## config.mk

```make
export PLATFORM = sky130hd
export DESIGN_NAME = hlc_link_unit
export DESIGN_NICKNAME = d
export VERILOG_FILES = /design/src/rtl/hlc_pkg.sv /design/src/rtl/hlc_link_unit.sv /design/src/rtl/hlc_fifo.sv /design/src/rtl/hlc_skid.sv
export VERILOG_INCLUDE_DIRS = /design/src /design/src/rtl
export SDC_FILE = /design/constraint.sdc
export NUM_CORES = 2
export LEC_CHECK = 0
export BUFFER_PORTS_ARGS = -buffer_cell sky130_fd_sc_hd__clkbuf_2
export CAP_MARGIN = 20
export CELL_PAD_IN_SITES_DETAIL_PLACEMENT = 0
export CELL_PAD_IN_SITES_GLOBAL_PLACEMENT = 1
export CORE_MARGIN = 8
export CORE_UTILIZATION = 40
export CTS_CLUSTER_SIZE = 8
export DETAILED_ROUTE_END_ITERATION = 8
export PLACE_DENSITY = 0.71
export SETUP_SLACK_MARGIN = 0.2
export SLEW_MARGIN = 20
export SYNTH_ARGS = -nofsm -noshare
export SYNTH_HDL_FRONTEND = slang
export SYNTH_SLANG_ARGS = --single-unit
```

## constraint.sdc

```tcl
create_clock -name mclk -period 4.9 [get_ports mclk]
set_clock_uncertainty 0.15 [all_clocks]
set_input_delay 0.98 -clock mclk [delete_from_list [all_inputs] [get_ports mclk]]
set_output_delay 0.98 -clock mclk [all_outputs]
set_load 0.05 [all_outputs]
```

## src/rtl/hlc_regs.svh

```systemverilog
`ifndef HLC_REGS_SVH
`define HLC_REGS_SVH
// register offsets on the microprocessor port
`define HLC_OFS_CTRL1    5'h13
`define HLC_OFS_STAT     5'h14
`define HLC_OFS_CTRL2    5'h15
`define HLC_OFS_FIFO     5'h16
`define HLC_OFS_COUNT    5'h17
`define HLC_OFS_SRST     5'h1b
// link_control_one fields
`define HLC_C1_RX_EN     7
`define HLC_C1_TX_EN     5
`define HLC_C1_EOP       4
`define HLC_C1_FA        3
`define HLC_C1_IDLE      2
`define HLC_C1_LOOP_TR   1
`define HLC_C1_LOOP_RT   0
// controller_select and soft_reset_control fields
`define HLC_SEL_BIT      6
`define HLC_SRST_BIT     7
// link_control_two fields
`define HLC_C2_CYCLE     7
`define HLC_C2_RX_THR    6:4
`define HLC_C2_TX_THR    3:1
`define HLC_C2_CRC_INH   0
// receive_status_control read fields
`define HLC_ST_LAST      7
`define HLC_ST_BAD       6
`define HLC_ST_AVAIL     5
`define HLC_ST_NFULL     4
`define HLC_ST_NEMPTY    3
`define HLC_ST_UNDER     2
`define HLC_ST_OVFL      1
`define HLC_ST_GOAHEAD   0
// line patterns and checks
`define HLC_FLAG         8'h7e
`define HLC_ABORT_PAT    8'hfe
`define HLC_ONES         8'hff
`define HLC_CRC_INIT     16'hffff
`define HLC_CRC_POLY     16'h8408
`define HLC_CRC_GOOD     16'hf0b8
`define HLC_MIN_BITS     6'h19
`define HLC_ABORT_BITS   6'h1a
`define HLC_GOOD_BITS    6'h20
`define HLC_RUN_STUFF    4'h5
`define HLC_RUN_SIX      4'h6
`define HLC_RUN_SEVEN    4'h7
`define HLC_RUN_IDLE     4'hf
`define HLC_TX_STUFF     3'h5
`define HLC_THR_STEP     8'h10
`define HLC_DEPTH        8'h80
`endif

```

## src/rtl/hlc_pkg.sv

```systemverilog
package hlc_pkg;
	// microprocessor request carrier
	typedef struct packed {
		logic       sel;
		logic       wr;
		logic       rd;
		logic [4:0] addr;
		logic [7:0] wdata;
	} hlc_bus_t;
	// receive fifo entry: two status bits above the byte
	typedef struct packed {
		logic       last;
		logic       bad;
		logic [7:0] data;
	} hlc_rx_ent_t;
	// transmit fifo entry: two tag bits above the byte
	typedef struct packed {
		logic       abort;
		logic       endp;
		logic [7:0] data;
	} hlc_tx_ent_t;
	// transmit unit being sent
	typedef enum logic [4:0] {
		TX_MARK  = 5'h01,
		TX_FLAG  = 5'h02,
		TX_DATA  = 5'h04,
		TX_FCS   = 5'h08,
		TX_ABORT = 5'h10
	} hlc_tx_st_t;
	typedef struct packed {
		logic [6:0] wr;
		logic [6:0] rd;
		logic [7:0] cnt;
		logic [9:0] head;
		logic       valid;
	} hlc_fifo_st_t;
	typedef struct packed {
		hlc_rx_ent_t e0;
		hlc_rx_ent_t e1;
		logic [1:0]  cnt;
	} hlc_skid_st_t;
	typedef struct packed {
		logic [7:0]  ctrl1, ctrl2, count, cnt_ld, rdata;
		logic        sel, srst, irq, underrun, overflow, goahead;
		logic        nfull, nempty;
		logic [2:0]  rxc, txc;
		logic [1:0]  rxd;
		logic        in_frame, blocked, rx_idle;
		logic [3:0]  ones;
		logic [6:0]  win;
		logic [2:0]  wcnt, bpos;
		logic [5:0]  bits;
		logic [7:0]  sr, h0, h1, h2;
		logic [1:0]  hcnt;
		logic [15:0] rcrc;
		hlc_tx_st_t  tst;
		logic [15:0] sh, tcrc;
		logic [4:0]  n;
		logic [2:0]  tones;
		logic [3:0]  lones;
		logic        line, txo, last_end, tx_idle;
	} hlc_st_t;
endpackage : hlc_pkg

```

## src/rtl/hlc_link_unit.sv

```systemverilog
`timescale 1ns/100ps
`include "hlc_regs.svh"
////////////////////////////////////////////////////////////////////////////
module hlc_link_unit (
	// clock and reset
	input  wire logic      mclk,
	input  wire logic      rst_n,
	// microprocessor register port
	input  hlc_pkg::hlc_bus_t bus,
	output logic [7:0]     bus_rdata,
	// serial data link pins
	input  wire logic      rx_clk_pin,
	input  wire logic      rx_data_pin,
	input  wire logic      tx_clk_pin,
	output logic           tx_data_pin,
	// status
	output logic           rx_idle,
	output logic           tx_idle,
	output logic           unit_irq
);
	hlc_pkg::hlc_st_t      q, d;
	hlc_pkg::hlc_tx_ent_t  tx_ent, tx_head;
	hlc_pkg::hlc_rx_ent_t  rx_ent, rx_head, sk_data;
	hlc_pkg::hlc_tx_st_t   nst;
	logic [7:0]            tx_cnt, rx_cnt, stat, byte_n;
	logic [15:0]           nsh;
	logic [4:0]            nn;
	logic [3:0]            ones_n;
	logic                  wr, rd, tx_push, tx_pop, rx_pop, tx_full;
	logic                  tx_valid, rx_valid, rx_full, sk_ready, sk_valid;
	logic                  rx_go, rx_flag, rx_abort, rx_stz, rx_pend;
	logic                  rx_push, tx_go, tb, hv, load, eb;

	assign bus_rdata   = q.rdata;
	assign tx_data_pin = q.txo;
	assign rx_idle     = q.rx_idle;
	assign tx_idle     = q.tx_idle;
	assign unit_irq    = q.irq;

	////////////////////////////////////////////////////////////////////////
	// reflected crc-16 step, one bit
	function automatic logic [15:0] hlc_crc(input logic [15:0] c,
		input logic b);
		hlc_crc = {1'b0, c[15:1]} ^ ((c[0] ^ b) ? `HLC_CRC_POLY : 16'h0000);
	endfunction : hlc_crc

	// threshold code to byte count
	function automatic logic [7:0] hlc_thr(input logic [2:0] c);
		hlc_thr = {1'b0, c, 4'h0} + `HLC_THR_STEP;
	endfunction : hlc_thr
	function automatic logic rx_bit(input hlc_pkg::hlc_st_t s);
		rx_bit = s.ctrl1[`HLC_C1_LOOP_TR] ? s.line : s.rxd[1];
	endfunction : rx_bit

	////////////////////////////////////////////////////////////////////////
	// next-state logic for registers, receiver and transmitter
	always_comb begin
		d        = q;
		wr       = bus.sel & bus.wr;
		rd       = bus.sel & bus.rd;
		rx_flag  = 1'b0;
		rx_abort = 1'b0;
		rx_stz   = 1'b0;
		rx_pend  = 1'b0;
		rx_push  = 1'b0;
		rx_ent   = '0;
		ones_n   = q.ones;
		byte_n   = q.sr;
		eb       = 1'b0;
		tb       = 1'b1;
		hv       = 1'b0;
		load     = 1'b0;
		tx_pop   = 1'b0;
		nst      = q.tst;
		nsh      = q.sh;
		nn       = q.n;
		// pin synchronisers
		d.rxc = {q.rxc[1:0], rx_clk_pin};
		d.rxd = {q.rxd[0], rx_data_pin};
		d.txc = {q.txc[1:0], tx_clk_pin};
		// bit events, each side on its own link clock except the receiver in transmit loopback
		tx_go = q.txc[1] & ~q.txc[2] & q.sel & ~q.srst &
			(q.ctrl1[`HLC_C1_TX_EN] | (q.tst != hlc_pkg::TX_MARK));
		rx_go = (q.ctrl1[`HLC_C1_LOOP_TR] ? tx_go : (q.rxc[1] & ~q.rxc[2]))
			& q.sel & ~q.srst & (q.ctrl1[`HLC_C1_RX_EN] | q.in_frame);

		// register writes and transmit fifo loading
		tx_push = wr & (bus.addr == `HLC_OFS_FIFO) & ~tx_full;
		tx_ent.data  = bus.wdata;
		tx_ent.abort = q.ctrl1[`HLC_C1_FA];
		tx_ent.endp  = q.ctrl1[`HLC_C1_EOP] | (q.count == 8'h01);
		if (wr) begin
			case (bus.addr)
				`HLC_OFS_CTRL1: d.ctrl1 = bus.wdata;
				`HLC_OFS_CTRL2: d.ctrl2 = bus.wdata;
				`HLC_OFS_STAT:  d.sel   = bus.wdata[`HLC_SEL_BIT];
				`HLC_OFS_SRST:  d.srst  = bus.wdata[`HLC_SRST_BIT];
				`HLC_OFS_COUNT: begin
					d.count  = bus.wdata;
					d.cnt_ld = bus.wdata;
				end
				default: ;
			endcase
		end
		if (tx_push) begin
			d.ctrl1[`HLC_C1_EOP] = 1'b0;
			d.ctrl1[`HLC_C1_FA]  = 1'b0;
			if (q.count == 8'h01)
				d.count = q.ctrl2[`HLC_C2_CYCLE] ? q.cnt_ld : 8'h00;
			else if (q.count != 8'h00)
				d.count = q.count - 8'h01;
		end

		// status read shows the flags of the byte at the head of the receive fifo
		stat = 8'h00;
		stat[`HLC_ST_LAST]    = rx_valid & rx_head.last;
		stat[`HLC_ST_BAD]     = rx_valid & rx_head.bad;
		stat[`HLC_ST_AVAIL]   = rx_valid;
		stat[`HLC_ST_NFULL]   = q.nfull;
		stat[`HLC_ST_NEMPTY]  = q.nempty;
		stat[`HLC_ST_UNDER]   = q.underrun;
		stat[`HLC_ST_OVFL]    = q.overflow;
		stat[`HLC_ST_GOAHEAD] = q.goahead;
		rx_pop = rd & (bus.addr == `HLC_OFS_FIFO) & rx_valid;
		if (rd) begin
			case (bus.addr)
				`HLC_OFS_CTRL1: d.rdata = q.ctrl1;
				`HLC_OFS_CTRL2: d.rdata = q.ctrl2;
				`HLC_OFS_STAT:  d.rdata = stat;
				`HLC_OFS_FIFO:  d.rdata = rx_valid ? rx_head.data : 8'h00;
				`HLC_OFS_COUNT: d.rdata = q.count;
				`HLC_OFS_SRST:  d.rdata = {q.srst, 7'h00};
				default:        d.rdata = 8'h00;
			endcase
		end
		// reading status clears the sticky events; a new event wins below
		if (rd && (bus.addr == `HLC_OFS_STAT)) begin
			d.underrun = 1'b0;
			d.overflow = 1'b0;
			d.goahead  = 1'b0;
		end
		d.nfull  = rx_cnt >= hlc_thr(q.ctrl2[`HLC_C2_RX_THR]);
		d.nempty = tx_cnt <= hlc_thr(q.ctrl2[`HLC_C2_TX_THR]);

		// receiver: flag hunt, zero deletion, bytes held three deep
		if (rx_go) begin
			rx_flag  = ~q.ones[3] & (q.ones == `HLC_RUN_SIX) & ~rx_bit(q);
			rx_abort = (q.ones == `HLC_RUN_SIX) & rx_bit(q);
			rx_stz = ~rx_bit(q) & (q.ones == `HLC_RUN_STUFF) & q.in_frame;
			ones_n = ~rx_bit(q) ? 4'h0 :
				(q.ones == `HLC_RUN_IDLE) ? q.ones : q.ones + 4'h1;
			d.ones    = ones_n;
			d.rx_idle = (ones_n == `HLC_RUN_IDLE);
			if (~rx_bit(q) && (q.ones == `HLC_RUN_SEVEN))
				d.goahead = 1'b1;
			if (rx_flag) begin
				if (q.in_frame && (q.bits >= `HLC_MIN_BITS)
					&& (q.hcnt != 2'h0)) begin
					rx_pend     = 1'b1;
					rx_ent.data = q.h0;
					rx_ent.last = 1'b1;
					rx_ent.bad  = ~((q.bits >= `HLC_GOOD_BITS)
						&& (q.rcrc == `HLC_CRC_GOOD));
				end
				d.in_frame = 1'b1;
				d.blocked  = 1'b0;
				d.wcnt     = 3'h0;
				d.bits     = 6'h00;
				d.bpos     = 3'h0;
				d.hcnt     = 2'h0;
				d.rcrc     = `HLC_CRC_INIT;
			end else if (rx_abort) begin
				if (q.in_frame && (q.bits >= `HLC_ABORT_BITS)
					&& (q.hcnt != 2'h0)) begin
					rx_pend     = 1'b1;
					rx_ent.data = q.h0;
					rx_ent.last = 1'b1;
					rx_ent.bad  = 1'b1;
				end
				d.in_frame = 1'b0;
			end else if (ones_n == `HLC_RUN_IDLE) begin
				d.in_frame = 1'b0;
			end else if (q.in_frame && !rx_stz) begin
				// seven-bit delay keeps flag bits out of data and crc
				d.win = {rx_bit(q), q.win[6:1]};
				if (q.wcnt != 3'h7) begin
					d.wcnt = q.wcnt + 3'h1;
				end else begin
					eb     = q.win[0];
					d.rcrc = hlc_crc(q.rcrc, eb);
					if (q.bits != 6'h3f)
						d.bits = q.bits + 6'h01;
					byte_n = {eb, q.sr[7:1]};
					d.sr   = byte_n;
					d.bpos = q.bpos + 3'h1;
					if (q.bpos == 3'h7) begin
						if (q.hcnt == 2'h3) begin
							rx_pend     = 1'b1;
							rx_ent.data = q.h0;
							d.h0 = q.h1;
							d.h1 = q.h2;
							d.h2 = byte_n;
						end else begin
							case (q.hcnt)
								2'h0:    d.h0 = byte_n;
								2'h1:    d.h1 = byte_n;
								default: d.h2 = byte_n;
							endcase
							d.hcnt = q.hcnt + 2'h1;
						end
					end
				end
			end
		end
		// store through the buffer; a refusal is an overflow
		if (rx_pend && !q.blocked) begin
			if (sk_ready) begin
				rx_push = 1'b1;
			end else begin
				d.overflow = 1'b1;
				d.blocked  = 1'b1;
			end
		end

		// transmitter: one unit (flag, data, check, abort, ones) at a time
		if (tx_go) begin
			if (((q.tst == hlc_pkg::TX_DATA) || (q.tst == hlc_pkg::TX_FCS))
				&& (q.tones == `HLC_TX_STUFF)) begin
				tb = 1'b0;
			end else begin
				if (q.n == 5'h00) begin
					// default is the idle style
					nst = q.ctrl1[`HLC_C1_IDLE] ? hlc_pkg::TX_FLAG
						: hlc_pkg::TX_MARK;
					nsh = {8'h00, q.ctrl1[`HLC_C1_IDLE] ? `HLC_FLAG
						: `HLC_ONES};
					nn  = 5'h08;
					d.tcrc = `HLC_CRC_INIT;
					hv = tx_valid & q.ctrl1[`HLC_C1_TX_EN];
					case (q.tst)
						hlc_pkg::TX_DATA: begin
							if (q.last_end) begin
								nst = hlc_pkg::TX_FLAG;
								nsh = {8'h00, `HLC_FLAG};
								if (!q.ctrl2[`HLC_C2_CRC_INH]) begin
									nst = hlc_pkg::TX_FCS;
									nsh = ~q.tcrc;
									nn  = 5'h10;
								end
							end else if (tx_valid) begin
								load = 1'b1;
							end else begin
								d.underrun = 1'b1;
								nst = hlc_pkg::TX_ABORT;
								nsh = {8'h00, `HLC_ABORT_PAT};
							end
						end
						hlc_pkg::TX_FCS: begin
							nst = hlc_pkg::TX_FLAG;
							nsh = {8'h00, `HLC_FLAG};
						end
						hlc_pkg::TX_FLAG: load = hv;
						hlc_pkg::TX_MARK: begin
							if (hv) begin
								nst = hlc_pkg::TX_FLAG;
								nsh = {8'h00, `HLC_FLAG};
							end
						end
						default: ;
					endcase
					if (load) begin
						tx_pop = 1'b1;
						if (tx_head.abort) begin
							nst = hlc_pkg::TX_ABORT;
							nsh = {8'h00, `HLC_ABORT_PAT};
						end else begin
							nst = hlc_pkg::TX_DATA;
							nsh = {8'h00, tx_head.data};
							d.last_end = tx_head.endp;
							d.tcrc = q.tcrc;
						end
					end
				end
				tb  = nsh[0];
				nsh = {1'b0, nsh[15:1]};
				nn  = nn - 5'h01;
				if (nst == hlc_pkg::TX_DATA)
					d.tcrc = hlc_crc(d.tcrc, tb);
			end
			d.tst   = nst;
			d.sh    = nsh;
			d.n     = nn;
			d.tones = (tb && ((nst == hlc_pkg::TX_DATA)
				|| (nst == hlc_pkg::TX_FCS))) ? q.tones + 3'h1 : 3'h0;
			d.line  = tb;
			d.lones = !tb ? 4'h0 : (q.lones == `HLC_RUN_IDLE) ? q.lones
				: q.lones + 4'h1;
			d.tx_idle = (d.lones == `HLC_RUN_IDLE);
		end
		d.txo = q.ctrl1[`HLC_C1_LOOP_RT] ? q.rxd[1] : d.line;
		d.irq = q.sel & (q.nfull | q.nempty | q.underrun | q.overflow);
		// soft reset holds control cleared and engines parked
		if (q.srst) begin
			d.ctrl1    = 8'h00;
			d.ctrl2    = 8'h00;
			d.count    = 8'h00;
			d.cnt_ld   = 8'h00;
			d.in_frame = 1'b0;
			d.tst      = hlc_pkg::TX_MARK;
			d.n        = 5'h00;
			d.line     = 1'b1;
		end
	end

	// transmit fifo, receive buffer and receive fifo
	hlc_fifo u_txf (.mclk(mclk), .rst_n(rst_n), .flush(q.srst),
		.push(tx_push), .wdata(tx_ent), .full(tx_full), .pop(tx_pop),
		.head(tx_head), .valid(tx_valid), .count(tx_cnt));
	hlc_skid u_skid (.mclk(mclk), .rst_n(rst_n), .flush(q.srst),
		.s_valid(rx_push), .s_data(rx_ent), .s_ready(sk_ready),
		.m_valid(sk_valid), .m_data(sk_data), .m_ready(~rx_full));
	hlc_fifo u_rxf (.mclk(mclk), .rst_n(rst_n), .flush(q.srst),
		.push(sk_valid), .wdata(sk_data), .full(rx_full), .pop(rx_pop),
		.head(rx_head), .valid(rx_valid), .count(rx_cnt));

	// state register; the line marks while in reset
	always_ff @(posedge mclk or negedge rst_n) begin
		if (!rst_n) begin
			q      <= '0;
			q.tst  <= hlc_pkg::TX_MARK;
			q.line <= 1'b1;
			q.txo  <= 1'b1;
		end else
			q <= d;
	end
endmodule : hlc_link_unit

```

## src/rtl/hlc_fifo.sv

```systemverilog
`timescale 1ns/100ps
`include "hlc_regs.svh"
module hlc_fifo (
	// clock and reset
	input  wire logic       mclk,
	input  wire logic       rst_n,
	input  wire logic       flush,
	// write side
	input  wire logic       push,
	input  wire logic [9:0] wdata,
	output logic            full,
	// read side
	input  wire logic       pop,
	output logic [9:0]      head,
	output logic            valid,
	output logic [7:0]      count
);
	hlc_pkg::hlc_fifo_st_t q, d;
	logic [9:0]            mem [0:127];
	logic                  do_push;
	logic                  do_pop;

	assign full  = (q.cnt == `HLC_DEPTH);
	assign head  = q.head;
	assign valid = q.valid;
	assign count = q.cnt;

	// pointer update; head is registered from the post-pop slot
	always_comb begin
		d       = q;
		do_push = push & ~full;
		do_pop  = pop & q.valid;
		if (do_push)
			d.wr = q.wr + 7'h01;
		if (do_pop)
			d.rd = q.rd + 7'h01;
		d.cnt = q.cnt + {7'h00, do_push} - {7'h00, do_pop};
		d.head = (do_push && (q.wr == d.rd)) ? wdata : mem[d.rd];
		d.valid = (d.cnt != 8'h00);
		if (flush)
			d = '0;
	end

	// storage array, no reset needed
	always_ff @(posedge mclk) begin
		if (do_push)
			mem[q.wr] <= wdata;
	end

	always_ff @(posedge mclk or negedge rst_n) begin
		if (!rst_n)
			q <= '0;
		else
			q <= d;
	end
endmodule : hlc_fifo

```

## src/rtl/hlc_skid.sv

```systemverilog
`timescale 1ns/100ps
module hlc_skid (
	// clock and reset
	input  wire logic         mclk,
	input  wire logic         rst_n,
	input  wire logic         flush,
	// filling side
	input  wire logic         s_valid,
	input  hlc_pkg::hlc_rx_ent_t s_data,
	output logic              s_ready,
	// draining side
	output logic              m_valid,
	output hlc_pkg::hlc_rx_ent_t m_data,
	input  wire logic         m_ready
);
	hlc_pkg::hlc_skid_st_t q, d;
	logic                  take;
	logic                  give;

	assign s_ready = (q.cnt != 2'h2);
	assign m_valid = (q.cnt != 2'h0);
	assign m_data  = q.e0;

	// two slots, oldest in e0
	always_comb begin
		d    = q;
		take = s_valid & s_ready;
		give = m_valid & m_ready;
		if (give) begin
			d.e0 = q.e1;
			d.cnt = q.cnt - 2'h1;
		end
		if (take) begin
			if (d.cnt == 2'h0)
				d.e0 = s_data;
			else
				d.e1 = s_data;
			d.cnt = d.cnt + 2'h1;
		end
		if (flush)
			d = '0;
	end

	always_ff @(posedge mclk or negedge rst_n) begin
		if (!rst_n)
			q <= '0;
		else
			q <= d;
	end
endmodule : hlc_skid

```

==> metrics.csv <==
stage,metric,value,unit
status,status,finished clean,
cts,maximum clock path buffer count,4,
hold_path,hold depth,1,
worst_setup_path,CP Launch Type,flip-flop,
route,DR vias,77830,
worst_setup_path,worst endpoint required time,5.60,ns
sta,Setup WS post-layout,0.303,ns
worst_setup_path,critical path depth,16,
route,Final ANT Viol Nets,0,
power_and_ir_drop,Comb pwr share,0.9,%
power_and_ir_drop,Switching Share,20.3,%
worst_setup_path,Worst path max stage delay,0.65,ns
flow_run,Max Cap Viol,0,
cts,clk sinks,2831,
synthesis,Syn Area/Cell,14.1,sq um
sta,Final TNS setup,0,ns
sta,Worst-Margin Slew,1.10,ns
power_and_ir_drop,LEAKAGE,41.1,nW
power_and_ir_drop,Pwr Total,51.5,mW
sta,"Slew Viols, Final",0,
power_and_ir_drop,cell area power density,378,nW/um^2
synthesis,Yosys cell types,92,
cts,clk_lat worst skew,0.97,ns
worst_setup_path,CP Class,flip-flop to flip-flop,
worst_setup_path,R2R depth,16,
floorplan,die height,557,microns
cts,CTS tree,built,
global_route,initial antenna violation count,12,
place,post-DP HPWL,218000,microns
place,Place WS,0.0291,ns
synthesis,"area leader, netlist",edfxtp_1,
floorplan,initial core utilization,40.2,%
worst_setup_path,Worst EP arrival,5.30,ns
power_and_ir_drop,Flop pwr share,51.0,%
floorplan,Ports,33,
cts,"Reg clk slew, reported paths",0.05,ns
synthesis,Synth Net Count,8353,
worst_setup_path,CP most frequent cell,buf_12,
worst_setup_path,family with the most delay on the worst path,compound AO/OA/AOI/OAI gates,
synthesis,number of synthesized flops with an enable pin,2560,
sta,post-layout min period,4.60,ns
worst_setup_path,crit-path cells,inv_1 > ha_1 > or4b_4 > a41o_1 > nor2_4 > buf_12 > buf_12 > nand3_4 > nand2_8 > buf_12 > buf_12 > mux2i_1 > a211oi_1 > a211oi_1 > nor4_1 > a22o_1,
route,1st-iter DRT viols,9017,
cts,H-tree depth,5,
synthesis,mapped cell area,117000,sq um
hold_path,Hold Path Class,primary input to flip-flop,
sta,Fin. Hold Viols,0,
synthesis,Mapped Cells,8272,
floorplan,die width,557,microns
place,GP Congestion,0.957,
cts,root buffer cell,clkbuf_16,
power_and_ir_drop,Pint,41.0,mW
power_and_ir_drop,Psw,10.5,mW
global_route,largest net degree at the start of global routing,141,
synthesis,Synth area leaders,"edfxtp_1 (66%), dfrtp_1 (5.7%), o221ai_1 (3.2%), o22ai_1 (2.9%), mux2i_1 (2.8%)",
route,DRC Markers,0,
layout,Layout area overhead,16.4,%
route,WL final,350000,microns
synthesis,"Seq/Total Area, Yosys",71.5,%
sta,Worst slew margin,26.4,%
cts,cts bufs inserted,393,
route,drt wl/cell,27.4,microns
worst_setup_path,CP max-delay cell,a211oi_1,
place,IO Port Bufs,32,
global_route,GRT overflow,0,
power_and_ir_drop,clock share of power,48.1,%
floorplan,area of the core,291000,sq um
synthesis,Yosys reg bits,2831,
sta,Final period util,93.8,%
sta,final setup vio count,0,
global_route,vias in the first global route,76598,
global_route,first-pass GRT wire length,512000,microns
layout,# nets final,8749,
worst_setup_path,Worst Path Buf+Inv,5,
layout,layout cell share with drive strength beyond 1,13.6,%
synthesis,Yosys top cell area share,65.7,%
route,vias per cell,6.10,
global_route,total track usage,21.7,%
power_and_ir_drop,Max IR drop VDD,0.355,mV
route,TritonRoute pass-1 iters,7,
worst_setup_path,CP Capture Type,flip-flop,
synthesis,Main synth FF type,edfxtp_1,
sta,RSZ-0062 raised after global routing,true,
floorplan,area of the die,310000,sq um
worst_setup_path,crit-path max FO,57,
sta,fmax,218,MHz
synthesis,Synth Warn #,0,
floorplan,num rows,198,
synthesis,Post-synth ARST share,9.57,%
## timing repair
action | 4_1_cts | 5_1_grt
resized for setup | 4 | 24
pin swaps | 2 | 1
endpoints found under the hold margin | 75 | 0
hold buffers | 1 | 0
setup endpoints to repair | 7 | 12
cloned | 1 | 1
buffers inserted | 4 | 0
## flip-flops by register name, summed over array words and instances (netlist names), 5 cells and up
name	count
u_rxf.head	10
u_skid.m_data	10
u_txf.q	14
bus_rdata	8
u_rxf.q	14
u_txf.head	10
u_rxf.count	8
u_rxf.mem	1280
u_skid.q	12
q	166
u_txf.count	8
d	5
u_txf.mem	1280
## cell usage after synthesis (35+ instances only)
library cell     n
inv_1           63
a31oi_1        115
edfxtp_1      2560
o22ai_1        551
a21oi_1        254
mux2i_1        328
a22oi_1        187
ha_1            58
a32oi_1         61
nand3_1        110
o22a_1          35
nor3_1          63
nor4_1          75
buf_4           41
o21a_1          36
nand2_1        645
o211ai_1        39
xnor2_1         40
buf_2           98
o21ai_0        397
mux2_2          46
and3_1         139
a211oi_1       169
dfrtp_1        268
buf_1           41
nor2_1         549
clkbuf_1       435
o221ai_1       431
## power groups by stage
stage | Combinational [mW] | Sequential (mW) | Clock [mW]
2_1_floorplan | 0.120 | 26.7 | 0
6_report | 0.459 | 26.2 | 24.8
3_3_place_gp | 0.451 | 26.7 | 0
4_1_cts | 0.458 | 26.2 | 25.1
3_5_place_dp | 0.457 | 26.7 | 0
5_1_grt | 0.489 | 26.2 | 26.1
## worst paths after layout
check                             from       endpoint  slack, ns
min in group asynchronous        rst_n         d[136]       0.49
min reg2reg                     d[135]         d[136]       0.13
max in group asynchronous        rst_n          q[38]       2.93
min                        rx_data_pin         d[130]       0.09
max reg2reg                      q[11]  u_txf.head[9]       0.30
max                              q[11]  u_txf.head[9]       0.30
## metrics by stage
step           hold slack (ns)  cell area (sq um)  util (%)  instances
3_3_place_gp             0.189             125000      42.9      12165
4_1_cts                 0.0446             136000      46.7      12751
2_1_floorplan            0.181             117000         -       8272
6_report                0.0864             136000      46.8      12758
3_5_place_dp             0.190             125000      42.9      12166
5_1_grt                 0.0609             136000      46.8      12754
## area by class of cell
type	count	area, sq um
Antenna cell	6	15.0
Clock buffer	551	10500
Clock inverter	28	593
Fill cell	25206	155000
Inverter	67	259
Multi-Input combinational cell	4748	30700
Sequential cell	2831	83700
Tap cell	3900	4880
Timing Repair Buffer	627	5490
## placed cells by master (no fill, tap or decap), types with 39 or more instances in the layout
| master | count |
|---|---|
| ha_1 | 58 |
| nor2_1 | 544 |
| nor4_1 | 69 |
| a32oi_1 | 61 |
| mux2_2 | 46 |
| inv_1 | 62 |
| clkbuf_16 | 397 |
| nand3_1 | 110 |
| buf_12 | 63 |
| and3_1 | 139 |
| o21ai_0 | 395 |
| a21oi_1 | 251 |
| a31oi_1 | 112 |
| edfxtp_1 | 2560 |
| dfrtp_1 | 254 |
| o22ai_1 | 551 |
| mux2i_1 | 328 |
| nor3_1 | 61 |
| o211ai_1 | 39 |
| buf_4 | 535 |
| a211oi_1 | 167 |
| o221ai_1 | 431 |
| clkbuf_1 | 155 |
| a22oi_1 | 187 |
| nand2_1 | 643 |
## per-layer routing
| layer | vias up | track usage [%] | wire [microns] | part of all wire (%) |
|---|---|---|---|---|
| li1 | 33867 | - | - | - |
| met4 | 10 | 9.17 | 16000 | 4.6 |
| met5 | - | 0 | 83 | 0.024 |
| met2 | 3633 | 35.0 | 164000 | 47 |
| met1 | 39507 | 29.0 | 141000 | 40 |
| met3 | 813 | 3.78 | 28200 | 8.1 |
## kinds of logic after synthesis
kind of cell / share of synthesized area, %
AOI/OAI and AO/OA: 14.5
xor gates and xnor gates: 0.565
adders and majority gates: 0.655
buffers and inverters: 2.54
DFF: 71.5
muxes: 3.25
and+or+nand+nor: 6.92
(Power assumes the default switching activity.)
